## config.mk

```make
export PLATFORM = sky130hd
export DESIGN_NAME = fsr_ramp_ctrl
export DESIGN_NICKNAME = d
export VERILOG_FILES = /design/src/fsr_pkg.sv /design/src/fsr_ramp_ctrl.sv
export SDC_FILE = /design/constraint.sdc
export NUM_CORES = 2
export LEC_CHECK = 0
export BUFFER_PORTS_ARGS = -buffer_cell sky130_fd_sc_hd__buf_2
export CORE_MARGIN = 2
export CORE_UTILIZATION = 40
export CTS_CLUSTER_DIAMETER = 80
export DETAILED_ROUTE_END_ITERATION = 8
export HOLD_SLACK_MARGIN = 0.02
export SLEW_MARGIN = 20
export SYNTH_ARGS = -nofsm -noshare
export SYNTH_HDL_FRONTEND = slang
export SYNTH_SLANG_ARGS = --single-unit
```

## constraint.sdc

```tcl
create_clock -name i_ref_clk -period 75.6 [get_ports i_ref_clk]
set_clock_uncertainty 0.15 [all_clocks]
set_input_delay 7.56 -clock i_ref_clk [delete_from_list [all_inputs] [get_ports i_ref_clk]]
set_output_delay 7.56 -clock i_ref_clk [all_outputs]
set_load 0.02 [all_outputs]
```

## src/fsr_pkg.sv

```systemverilog
// Purpose: Constants and carrier types for the frequency setpoint and ramp block.
// Assumes: Frequencies in 0.01 Hz, times in 0.1 s, carrier in 0.1 kHz, analog in 0.1 %.
// Notes: Register byte addresses are word aligned on the Avalon-MM slave.
//
// Notes on behaviour
// - Maximum frequency 10-600 Hz, default 50 Hz.
// - Upper limit between lower and maximum.
// - Lower limit from zero to upper limit.
// - Start refused while setpoint below lower limit.
// - Keypad source uses keypad setpoint register.
// - Ramp-up time spans zero to maximum.
// - Ramp-down time spans maximum to zero.
// - Slope fixed by maximum, shorter for lower targets.
// - Terminal input selects one of two time pairs.
// - Direction codes: normal, reversed, reverse forbidden.
// - Reversed setting inverts every run command.
// - Reverse forbidden never starts motor backwards; a run already reversed ramps to zero.
// - Parameter restore returns direction to default.
// - Carrier bounded per model class, class defaults.
// - Restore code: none, defaults, erase fault history.
// - Restore field self-clears after its action.
// - Voltage regulation: off, on, off while decelerating.
// - Regulation flag tells stage to hold voltage.
// - Source four takes the multi-step frequency.
// - Source five takes the loop regulator output.
// - Source selector decodes seven channels.
// - Full-scale analog percent maps to maximum frequency.
package fsr_pkg;
  // Register byte addresses.
  localparam logic [7:0] ADDR_MAX_F = 8'h00;
  localparam logic [7:0] ADDR_UPPER_F = 8'h04;
  localparam logic [7:0] ADDR_LOWER_F = 8'h08;
  localparam logic [7:0] ADDR_KEYPAD_F = 8'h0C;
  localparam logic [7:0] ADDR_UP_A = 8'h10;
  localparam logic [7:0] ADDR_DN_A = 8'h14;
  localparam logic [7:0] ADDR_DIR = 8'h18;
  localparam logic [7:0] ADDR_CARRIER = 8'h1C;
  localparam logic [7:0] ADDR_RESTORE = 8'h20;
  localparam logic [7:0] ADDR_AVR = 8'h24;
  localparam logic [7:0] ADDR_UP_B = 8'h28;
  localparam logic [7:0] ADDR_DN_B = 8'h2C;
  localparam logic [7:0] ADDR_SRC = 8'h30;
  localparam logic [7:0] ADDR_STATUS = 8'h34;
  localparam logic [7:0] ADDR_OUT_F = 8'h38;
  // Limits and defaults.
  localparam logic [15:0] MAX_F_MIN = 16'h03E8;
  localparam logic [15:0] MAX_F_MAX = 16'hEA60;
  localparam logic [15:0] FREQ_DEF = 16'h1388;
  localparam logic [15:0] TIME_MIN = 16'h0001;
  localparam logic [15:0] TIME_MAX = 16'h8CA0;
  localparam logic [15:0] TIME_DEF = 16'h0064;
  localparam logic [1:0] DIR_NORMAL = 2'h0;
  localparam logic [1:0] DIR_REVERSED = 2'h1;
  localparam logic [1:0] DIR_NO_REV = 2'h2;
  localparam logic [1:0] RST_NONE = 2'h0;
  localparam logic [1:0] RST_DEFAULTS = 2'h1;
  localparam logic [1:0] RST_FAULTS = 2'h2;
  localparam logic [1:0] AVR_OFF = 2'h0;
  localparam logic [1:0] AVR_ON = 2'h1;
  localparam logic [1:0] AVR_NO_DECEL = 2'h2;
  localparam logic [2:0] SRC_KEYPAD = 3'h0;
  localparam logic [2:0] SRC_VOLT = 3'h1;
  localparam logic [2:0] SRC_CURR = 3'h2;
  localparam logic [2:0] SRC_SUM = 3'h3;
  localparam logic [2:0] SRC_STEP = 3'h4;
  localparam logic [2:0] SRC_LOOP = 3'h5;
  localparam logic [2:0] SRC_COMM = 3'h6;
  localparam logic [15:0] CARR_MIN = 16'h000A;
  localparam logic [15:0] CARR_MAX_S = 16'h0096;
  localparam logic [15:0] CARR_MAX_M = 16'h0050;
  localparam logic [15:0] CARR_MAX_L = 16'h003C;
  localparam logic [15:0] CARR_DEF_S = 16'h0050;
  localparam logic [15:0] CARR_DEF_M = 16'h0028;
  localparam logic [15:0] CARR_DEF_L = 16'h0014;
  localparam logic [10:0] PCT_FULL = 11'h3E8;
  // Ramp update tick derived from the clock rate.
  localparam int CLK_PERIOD_NS = 25;
  localparam int TICK_NS = 1000000;
  localparam int TICK_CYCLES = TICK_NS / CLK_PERIOD_NS;
  localparam int TENTH_S_NS = 100000000;
  localparam logic [7:0] TICKS_PER_TENTH = 8'(TENTH_S_NS / TICK_NS);
  typedef enum logic [1:0] {ST_IDLE, ST_RUN, ST_STOP} fsr_mode_e;
  // Avalon-MM request from the master.
  typedef struct packed {
    logic [7:0] address;
    logic read;
    logic write;
    logic [31:0] writedata;
    logic [3:0] byteenable;
  } fsr_avs_req_s;
  // Commands to the power stage.
  typedef struct packed {
    logic run;
    logic reverse;
    logic [15:0] freq;
    logic [15:0] carrier;
    logic avr_on;
    logic decel;
  } fsr_drive_s;
endpackage

```

## src/fsr_ramp_ctrl.sv

```systemverilog
// Purpose: Frequency source select, limits, two-pair ramp and drive policy.
// Assumes: Inputs synchronous to i_ref_clk; parameters written over Avalon-MM.
// Notes: Every access takes exactly one wait cycle.
//
// Decided for this implementation: the register offsets and the Avalon-MM register port.
`timescale 1ns/1ps
module fsr_ramp_ctrl
#(
  parameter int TICK_LEN = fsr_pkg::TICK_CYCLES
)
(
  input wire logic i_ref_clk,
  input wire logic i_sys_rst,
  input wire fsr_pkg::fsr_avs_req_s i_avs,
  output logic [31:0] o_avs_readdata,
  output logic o_avs_waitrequest,
  input wire logic i_run_req,
  input wire logic i_run_rev,
  input wire logic i_time_pair_b,
  input wire logic [1:0] i_model_class,
  input wire logic signed [15:0] i_voltage_analog_input,
  input wire logic signed [15:0] i_current_analog_input,
  input wire logic [15:0] i_step_freq,
  input wire logic [15:0] i_loop_freq,
  input wire logic [15:0] i_comm_freq,
  output fsr_pkg::fsr_drive_s o_drive,
  output logic o_fault_clear
);
  import fsr_pkg::*;

  // Whole state of the block.
  typedef struct packed {
    logic [15:0] max_output_freq;
    logic [15:0] upper_freq_limit;
    logic [15:0] lower_freq_limit;
    logic [15:0] keypad_freq_setpoint;
    logic [15:0] ramp_up_time_a;
    logic [15:0] ramp_down_time_a;
    logic [15:0] ramp_up_time_b;
    logic [15:0] ramp_down_time_b;
    logic [1:0] direction_policy;
    logic [15:0] carrier_freq;
    logic [1:0] param_restore_cmd;
    logic [1:0] voltage_regulation_mode;
    logic [2:0] freq_source_select;
    logic init_done;
    fsr_mode_e mode;
    logic rev;
    logic [15:0] freq;
    logic [23:0] acc;
    logic [15:0] tick_cnt;
    logic ack;
    logic [31:0] rdata;
    logic fault_clr;
    logic avr_on;
    logic decel;
  } fsr_state_s;

  fsr_state_s s_reg; // Registered state.
  fsr_state_s s_next; // Next state.
  logic [16:0] sp; // Setpoint: sign bit and magnitude.
  logic want_rev; // Direction that the command asks for.
  logic forbid; // Reverse asked while forbidden.
  logic [15:0] target; // Setpoint clamped to the upper limit.
  logic [15:0] goal; // Frequency the ramp heads to now.
  logic [23:0] den; // Slope denominator in ticks.
  logic [15:0] ramp_t; // Active ramp time.
  logic [15:0] carr_hi; // Carrier ceiling for the class.
  logic [15:0] carr_def; // Carrier default for the class.
  logic tick; // Ramp update tick.
  logic rd_take; // Read accepted, data latched.
  logic wr_fire; // Write takes effect this edge.
  logic signed [16:0] sum_pct; // Sum of both analog inputs.

  // Limits a value into a closed range.
  function automatic logic [15:0] clamp16(input logic [15:0] v, input logic [15:0] lo,
                                          input logic [15:0] hi);
    if (v < lo)
    begin
      clamp16 = lo;
    end
    else if (v > hi)
    begin
      clamp16 = hi;
    end
    else
    begin
      clamp16 = v;
    end
  endfunction

  // Merges the two low byte lanes of a write into a 16-bit field.
  function automatic logic [15:0] merge16(input logic [15:0] old, input logic [31:0] wd,
                                          input logic [3:0] be);
    merge16 = {be[1] ? wd[15:8] : old[15:8], be[0] ? wd[7:0] : old[7:0]};
  endfunction

  // Maps a signed percent in 0.1 % to sign and frequency magnitude.
  function automatic logic [16:0] pct_to_f(input logic signed [16:0] p,
                                           input logic [15:0] mx);
    logic [16:0] a;
    logic [26:0] pr;
    a = p[16] ? 17'(-p) : 17'(p);
    if (a > 17'(PCT_FULL))
    begin
      a = 17'(PCT_FULL);
    end
    pr = 27'(a) * 27'(mx);
    pct_to_f = {p[16], 16'(pr / 27'(PCT_FULL))};
  endfunction

  // Carrier bounds and defaults per model class; code 3 counts as large.
  always_comb
  begin
    unique case (i_model_class)
      2'h0:
      begin
        carr_hi = CARR_MAX_S;
        carr_def = CARR_DEF_S;
      end
      2'h1:
      begin
        carr_hi = CARR_MAX_M;
        carr_def = CARR_DEF_M;
      end
      default:
      begin
        carr_hi = CARR_MAX_L;
        carr_def = CARR_DEF_L;
      end
    endcase
  end

  // Picks the frequency source and derives the ramp goal.
  always_comb
  begin
    sum_pct = 17'(i_voltage_analog_input) + 17'(i_current_analog_input);
    unique case (s_reg.freq_source_select)
      SRC_KEYPAD: sp = {1'b0, s_reg.keypad_freq_setpoint};
      SRC_VOLT: sp = pct_to_f(17'(i_voltage_analog_input), s_reg.max_output_freq);
      SRC_CURR: sp = pct_to_f(17'(i_current_analog_input), s_reg.max_output_freq);
      SRC_SUM: sp = pct_to_f(sum_pct, s_reg.max_output_freq);
      SRC_STEP: sp = {1'b0, i_step_freq};
      SRC_LOOP: sp = {1'b0, i_loop_freq};
      SRC_COMM: sp = {1'b0, i_comm_freq};
      default: sp = 17'h00000;
    endcase
    // Reversed setting flips every command.
    want_rev = i_run_rev ^ sp[16] ^ (s_reg.direction_policy == DIR_REVERSED);
    forbid = want_rev && (s_reg.direction_policy == DIR_NO_REV);
    target = (sp[15:0] > s_reg.upper_freq_limit) ? s_reg.upper_freq_limit : sp[15:0];
    // Ramp to zero on stop, on a pending direction change or when reverse is barred.
    if (s_reg.mode == ST_RUN && !forbid && want_rev == s_reg.rev)
    begin
      goal = target;
    end
    else
    begin
      goal = 16'h0000;
    end
    // Terminal picks the time pair; rise or fall picks the time.
    if (goal > s_reg.freq)
    begin
      ramp_t = i_time_pair_b ? s_reg.ramp_up_time_b : s_reg.ramp_up_time_a;
    end
    else
    begin
      ramp_t = i_time_pair_b ? s_reg.ramp_down_time_b : s_reg.ramp_down_time_a;
    end
    den = 24'(ramp_t) * 24'(TICKS_PER_TENTH);
  end

  assign tick = (32'(s_reg.tick_cnt) == 32'(TICK_LEN - 1));
  assign rd_take = i_avs.read && !s_reg.ack;
  assign wr_fire = i_avs.write && s_reg.ack;
  // One wait cycle on every access.
  assign o_avs_waitrequest = (i_avs.read || i_avs.write) && !s_reg.ack;
  assign o_avs_readdata = s_reg.rdata;
  assign o_drive.run = (s_reg.mode != ST_IDLE);
  assign o_drive.reverse = s_reg.rev;
  assign o_drive.freq = s_reg.freq;
  assign o_drive.carrier = s_reg.carrier_freq;
  assign o_drive.avr_on = s_reg.avr_on;
  assign o_drive.decel = s_reg.decel;
  assign o_fault_clear = s_reg.fault_clr;

  // Next-state logic for registers, run sequence, ramp and bus.
  always_comb
  begin
    s_next = s_reg;
    s_next.fault_clr = 1'b0;
    // Restore defaults after reset or on command.
    if (!s_reg.init_done || s_reg.param_restore_cmd == RST_DEFAULTS)
    begin
      s_next.init_done = 1'b1;
      s_next.max_output_freq = FREQ_DEF;
      s_next.upper_freq_limit = FREQ_DEF;
      s_next.lower_freq_limit = 16'h0000;
      s_next.keypad_freq_setpoint = FREQ_DEF;
      s_next.ramp_up_time_a = TIME_DEF;
      s_next.ramp_down_time_a = TIME_DEF;
      s_next.ramp_up_time_b = TIME_DEF;
      s_next.ramp_down_time_b = TIME_DEF;
      s_next.direction_policy = DIR_NO_REV;
      s_next.carrier_freq = carr_def;
      s_next.voltage_regulation_mode = AVR_ON;
      s_next.freq_source_select = SRC_KEYPAD;
      s_next.param_restore_cmd = RST_NONE;
    end
    else if (s_reg.param_restore_cmd == RST_FAULTS)
    begin
      s_next.fault_clr = 1'b1;
      s_next.param_restore_cmd = RST_NONE;
    end
    else if (s_reg.param_restore_cmd != RST_NONE)
    begin
      s_next.param_restore_cmd = RST_NONE;
    end
    // Run sequencer.
    unique case (s_reg.mode)
      ST_IDLE:
      begin
        // Start refused below the lower limit.
        if (i_run_req && s_reg.init_done && sp[15:0] >= s_reg.lower_freq_limit)
        begin
          s_next.mode = ST_RUN;
          s_next.rev = forbid ? 1'b0 : want_rev;
        end
      end
      ST_RUN:
      begin
        if (!i_run_req)
        begin
          s_next.mode = ST_STOP;
        end
        else if (s_reg.freq == 16'h0000 && want_rev != s_reg.rev && !forbid)
        begin
          s_next.rev = want_rev;
        end
      end
      ST_STOP:
      begin
        if (i_run_req)
        begin
          s_next.mode = ST_RUN;
        end
        else if (s_reg.freq == 16'h0000)
        begin
          s_next.mode = ST_IDLE;
        end
      end
    endcase
    // Ramp: each tick adds the maximum; each clock pays at most one 0.01 Hz step.
    s_next.tick_cnt = tick ? 16'h0000 : s_reg.tick_cnt + 16'h0001;
    if (goal == s_reg.freq)
    begin
      s_next.acc = 24'h000000;
    end
    else if (s_reg.acc >= den)
    begin
      // A tick that lands on a step still adds, so no slope is lost.
      s_next.acc = s_reg.acc - den + (tick ? 24'(s_reg.max_output_freq) : 24'h000000);
      s_next.freq = (goal > s_reg.freq) ? s_reg.freq + 16'h0001 : s_reg.freq - 16'h0001;
    end
    else if (tick)
    begin
      s_next.acc = s_reg.acc + 24'(s_reg.max_output_freq);
    end
    s_next.decel = (goal < s_reg.freq);
    // Regulation flag for the stage.
    s_next.avr_on = (s_reg.voltage_regulation_mode == AVR_ON) ||
                    (s_reg.voltage_regulation_mode == AVR_NO_DECEL && goal >= s_reg.freq);
    // Bus: latch read data first edge, act on the second.
    if (rd_take || (i_avs.write && !s_reg.ack))
    begin
      s_next.ack = 1'b1;
    end
    else
    begin
      s_next.ack = 1'b0;
    end
    if (rd_take)
    begin
      unique case (i_avs.address)
        ADDR_MAX_F: s_next.rdata = {16'h0000, s_reg.max_output_freq};
        ADDR_UPPER_F: s_next.rdata = {16'h0000, s_reg.upper_freq_limit};
        ADDR_LOWER_F: s_next.rdata = {16'h0000, s_reg.lower_freq_limit};
        ADDR_KEYPAD_F: s_next.rdata = {16'h0000, s_reg.keypad_freq_setpoint};
        ADDR_UP_A: s_next.rdata = {16'h0000, s_reg.ramp_up_time_a};
        ADDR_DN_A: s_next.rdata = {16'h0000, s_reg.ramp_down_time_a};
        ADDR_DIR: s_next.rdata = {30'h00000000, s_reg.direction_policy};
        ADDR_CARRIER: s_next.rdata = {16'h0000, s_reg.carrier_freq};
        ADDR_RESTORE: s_next.rdata = {30'h00000000, s_reg.param_restore_cmd};
        ADDR_AVR: s_next.rdata = {30'h00000000, s_reg.voltage_regulation_mode};
        ADDR_UP_B: s_next.rdata = {16'h0000, s_reg.ramp_up_time_b};
        ADDR_DN_B: s_next.rdata = {16'h0000, s_reg.ramp_down_time_b};
        ADDR_SRC: s_next.rdata = {29'h00000000, s_reg.freq_source_select};
        ADDR_STATUS: s_next.rdata = {27'h0000000, s_reg.avr_on, s_reg.decel, s_reg.rev,
                                     s_reg.mode};
        ADDR_OUT_F: s_next.rdata = {16'h0000, s_reg.freq};
        default: s_next.rdata = 32'h00000000;
      endcase
    end
    // Numeric writes clamp into legal ranges, illegal codes are ignored; a bus write wins over self-clear.
    if (wr_fire)
    begin
      unique case (i_avs.address)
        ADDR_MAX_F: s_next.max_output_freq = clamp16(merge16(s_reg.max_output_freq,
          i_avs.writedata, i_avs.byteenable), MAX_F_MIN, MAX_F_MAX);
        ADDR_UPPER_F: s_next.upper_freq_limit = clamp16(merge16(s_reg.upper_freq_limit,
          i_avs.writedata, i_avs.byteenable), s_reg.lower_freq_limit,
          s_reg.max_output_freq);
        ADDR_LOWER_F: s_next.lower_freq_limit = clamp16(merge16(s_reg.lower_freq_limit,
          i_avs.writedata, i_avs.byteenable), 16'h0000, s_reg.upper_freq_limit);
        ADDR_KEYPAD_F: s_next.keypad_freq_setpoint = clamp16(merge16(
          s_reg.keypad_freq_setpoint, i_avs.writedata, i_avs.byteenable), 16'h0000,
          s_reg.max_output_freq);
        ADDR_UP_A: s_next.ramp_up_time_a = clamp16(merge16(s_reg.ramp_up_time_a,
          i_avs.writedata, i_avs.byteenable), TIME_MIN, TIME_MAX);
        ADDR_DN_A: s_next.ramp_down_time_a = clamp16(merge16(s_reg.ramp_down_time_a,
          i_avs.writedata, i_avs.byteenable), TIME_MIN, TIME_MAX);
        ADDR_UP_B: s_next.ramp_up_time_b = clamp16(merge16(s_reg.ramp_up_time_b,
          i_avs.writedata, i_avs.byteenable), TIME_MIN, TIME_MAX);
        ADDR_DN_B: s_next.ramp_down_time_b = clamp16(merge16(s_reg.ramp_down_time_b,
          i_avs.writedata, i_avs.byteenable), TIME_MIN, TIME_MAX);
        ADDR_CARRIER: s_next.carrier_freq = clamp16(merge16(s_reg.carrier_freq,
          i_avs.writedata, i_avs.byteenable), CARR_MIN, carr_hi);
        ADDR_DIR:
        begin
          if (i_avs.byteenable[0] && i_avs.writedata[1:0] <= DIR_NO_REV)
          begin
            s_next.direction_policy = i_avs.writedata[1:0];
          end
        end
        ADDR_RESTORE:
        begin
          if (i_avs.byteenable[0] && i_avs.writedata[1:0] <= RST_FAULTS)
          begin
            s_next.param_restore_cmd = i_avs.writedata[1:0];
          end
        end
        ADDR_AVR:
        begin
          if (i_avs.byteenable[0] && i_avs.writedata[1:0] <= AVR_NO_DECEL)
          begin
            s_next.voltage_regulation_mode = i_avs.writedata[1:0];
          end
        end
        ADDR_SRC:
        begin
          if (i_avs.byteenable[0] && i_avs.writedata[2:0] <= SRC_COMM)
          begin
            s_next.freq_source_select = i_avs.writedata[2:0];
          end
        end
        default:
        begin
          s_next.rdata = s_reg.rdata;
        end
      endcase
    end
  end

  // State register; reset clears all, defaults load on the next edge.
  always_ff @(posedge i_ref_clk)
  begin
    if (i_sys_rst)
    begin
      s_reg <= '0;
    end
    else
    begin
      s_reg <= s_next;
    end
  end
endmodule

```

==> impl_metrics.yaml <==
cts:
  numCtsBuffers: 27
  cts_tree: "yes"
  cts_buffer_depth: 3
  root_buffer: "clkbuf_16"
  cts_resized: 0
  clk_pin_slew_ns: 0.06
  cts_hold_buf: 0
  cts_setup_buffers: 0
  clock-sinks: 233
  clk_latency_ns: 0.61
  h-tree-depth: 1
critical_path:
  required_ns: 75.91
  timing.critical_path.buf_inv: 13
  critPathTopFamily: "compound AO/OA/AOI/OAI gates"
  critPathSlowestCell: "a2bb2oi_2"
  cp_data_arrival_time_ns: 43.17
  path_class: "in2reg"
  crit_fanout: 49
  cp-start-kind: "input pin"
  cp-end-kind: "flop"
  crit_top_cell: "a21oi_1"
  worst_path_largest_cell_delay_ns: 0.84
synth:
  syn_inst: 6212
  synth_flop_cell: "dfxtp_1"
  yosysWarningCount: 0
  async_flop_share: 0
  synth_edf_count: 0
  yosysSeqAreaShare: 0.09310
  synth_area_sq_um: 50100
  avgSynthCellArea_sq_um: 8.066
  ys_types: 131
  synth-seq-cells: 233
global_routing:
  gr-usage-all-layers: 0.2600
  grt_max_degree: 85
  grt_pass1_wl_mm: 261.0
  grt_overflow: 0
  antenna_found_initial: 6
  grt_pass1_vias: 45043
floorplan:
  dieArea_sq_um: 128100
  initial_utilization: 0.4042
  die_x_microns: 357.9
  dieHeight_microns: 357.9
  coreArea_sq_um: 124000
  fp-row-count: 129
  ioPinCount: 203
placement:
  portBuffers: 168
  gp_congestion: 1.020
  hpwl_mm: 132.2
cells_and_area:
  final_cell_mix: "851 x inv_1, 616 x fa_1, 546 x nand2_1"
  largest_reg_flops: 181
  drive_gt1_frac: 0.07295
  final_common_cell: "inv_1"
  fin_nets: 7691
  area_growth_pct: 8.383
timing:
  fin_crit_sh: 0.5669
  slew_viol_final: 0
  tns_ns: 0
  rsz0062_at_grt: "false"
  max_freq_ghz: 0.02333
  relSlewSlack: 0.2883
  finalHoldViolations: 0
  final-setup-viol-count: 0
  post-route-min-period_ns: 42.86
  tightest_slew_ns: 1.067
route:
  drt-pass1-iter-count: 9
  viasPerCell: 5.679
  post_drt_wl_per_cell_microns: 20.66
  drc_errors: 2
  dr_total_vias: 46047
  wirelength_mm: 167.5
  first_iter_violations: 4427
  ant_nets: 0
run_status:
  violations: "DRC"
  outcome: "finished with violations"
flow_run:
  drv_cap: 0
worst_hold_path:
  hp-class: "reg2reg"
## synth_stat cells, types with 70 or more instances
cell      number  area share
a211oi_1     105       0.016
a21o_1        93       0.014
a21oi_1      420       0.042
a22oi_1       83       0.012
a31oi_1       81       0.010
and2_1        93       0.012
buf_4         70       0.010
clkbuf_1     255       0.019
dfxtp_1      233       0.093
fa_1         616        0.25
ha_1         493        0.12
inv_1        851       0.064
nand2_1      547       0.041
nand2b_1      86       0.011
nand3_1       91      0.0091
nor2_1       495       0.037
nor3_1       155       0.015
o21ai_0      283       0.028
xnor2_1      152       0.027
xor2_1        74       0.013
## cell families after synthesis
group / after synthesis / synth area share
compound gates: 1522 / 0.2032
xor+xnor: 230 / 0.04103
fa+ha+maj: 1115 / 0.3704
buf+inv: 1204 / 0.09569
flops: 233 / 0.09310
mux: 100 / 0.02500
other cells: 2 / 0.0001499
simple gates: 1806 / 0.1714
## cell type report
| type | count | area [sq um] |
|---|---|---|
| well taps | 1637 | 2048 |
| repair buffers | 265 | 1572 |
| multi-input cells | 5062 | 41830 |
| flip-flops and latches | 233 | 4668 |
| clock inverters | 17 | 241.5 |
| diodes | 1 | 2.502 |
| inverters | 860 | 3228 |
| fillers | 12681 | 69660 |
| clock buffers | 33 | 718.2 |
## worst paths after layout
path                             to  slack [ns]                 startpoint  depth (start not counted)
setup / recovery        o_drive[33]       32.74  i_current_analog_input[0]                        135
hold / removal    o_avs_readdata[0]        0.30          o_avs_readdata[0]                          2
setup reg to reg        o_drive[33]       43.43                 s_reg[248]                        114
hold reg to reg   o_avs_readdata[0]        0.30          o_avs_readdata[0]                          2
## metrics by stage
stage	setup slack, ns	area [sq um]	util	std cells	hold WS (ns)
6_report	32.74	54300	0.4381	8108	0.3039
5_1_grt	29.96	54300	0.4381	8107	0.3216
4_1_cts	32.93	54300	0.4380	8107	0.3010
3_5_place_dp	32.54	53340	0.4303	8057	0.2927
3_3_place_gp	32.87	53340	0.4303	8057	0.2881
2_1_floorplan	38.98	51180	-	6499	0.2677
## worst register-to-register path, delay by kind of cell (launching register included)
family                   cells  cell delay [ns]
XOR/XNOR                     4             0.86
multiplexers                 4             1.98
AO/OA/AOI/OAI               59            16.22
flip-flops                   1             0.58
buffers and inverters       10             2.55
adder cells (fa/ha/maj)     14             5.79
AND/OR/NAND/NOR             23             3.92
## routing by layer
layer	track usage	share of wire
met1	0.3443	0.42
met2	0.4241	0.45
met3	0.03873	0.081
met4	0.1073	0.048
met5	0	0.00038
Power is not shown: default switching activity piles up to over one toggle a cycle in this logic, so the estimate is an artifact.
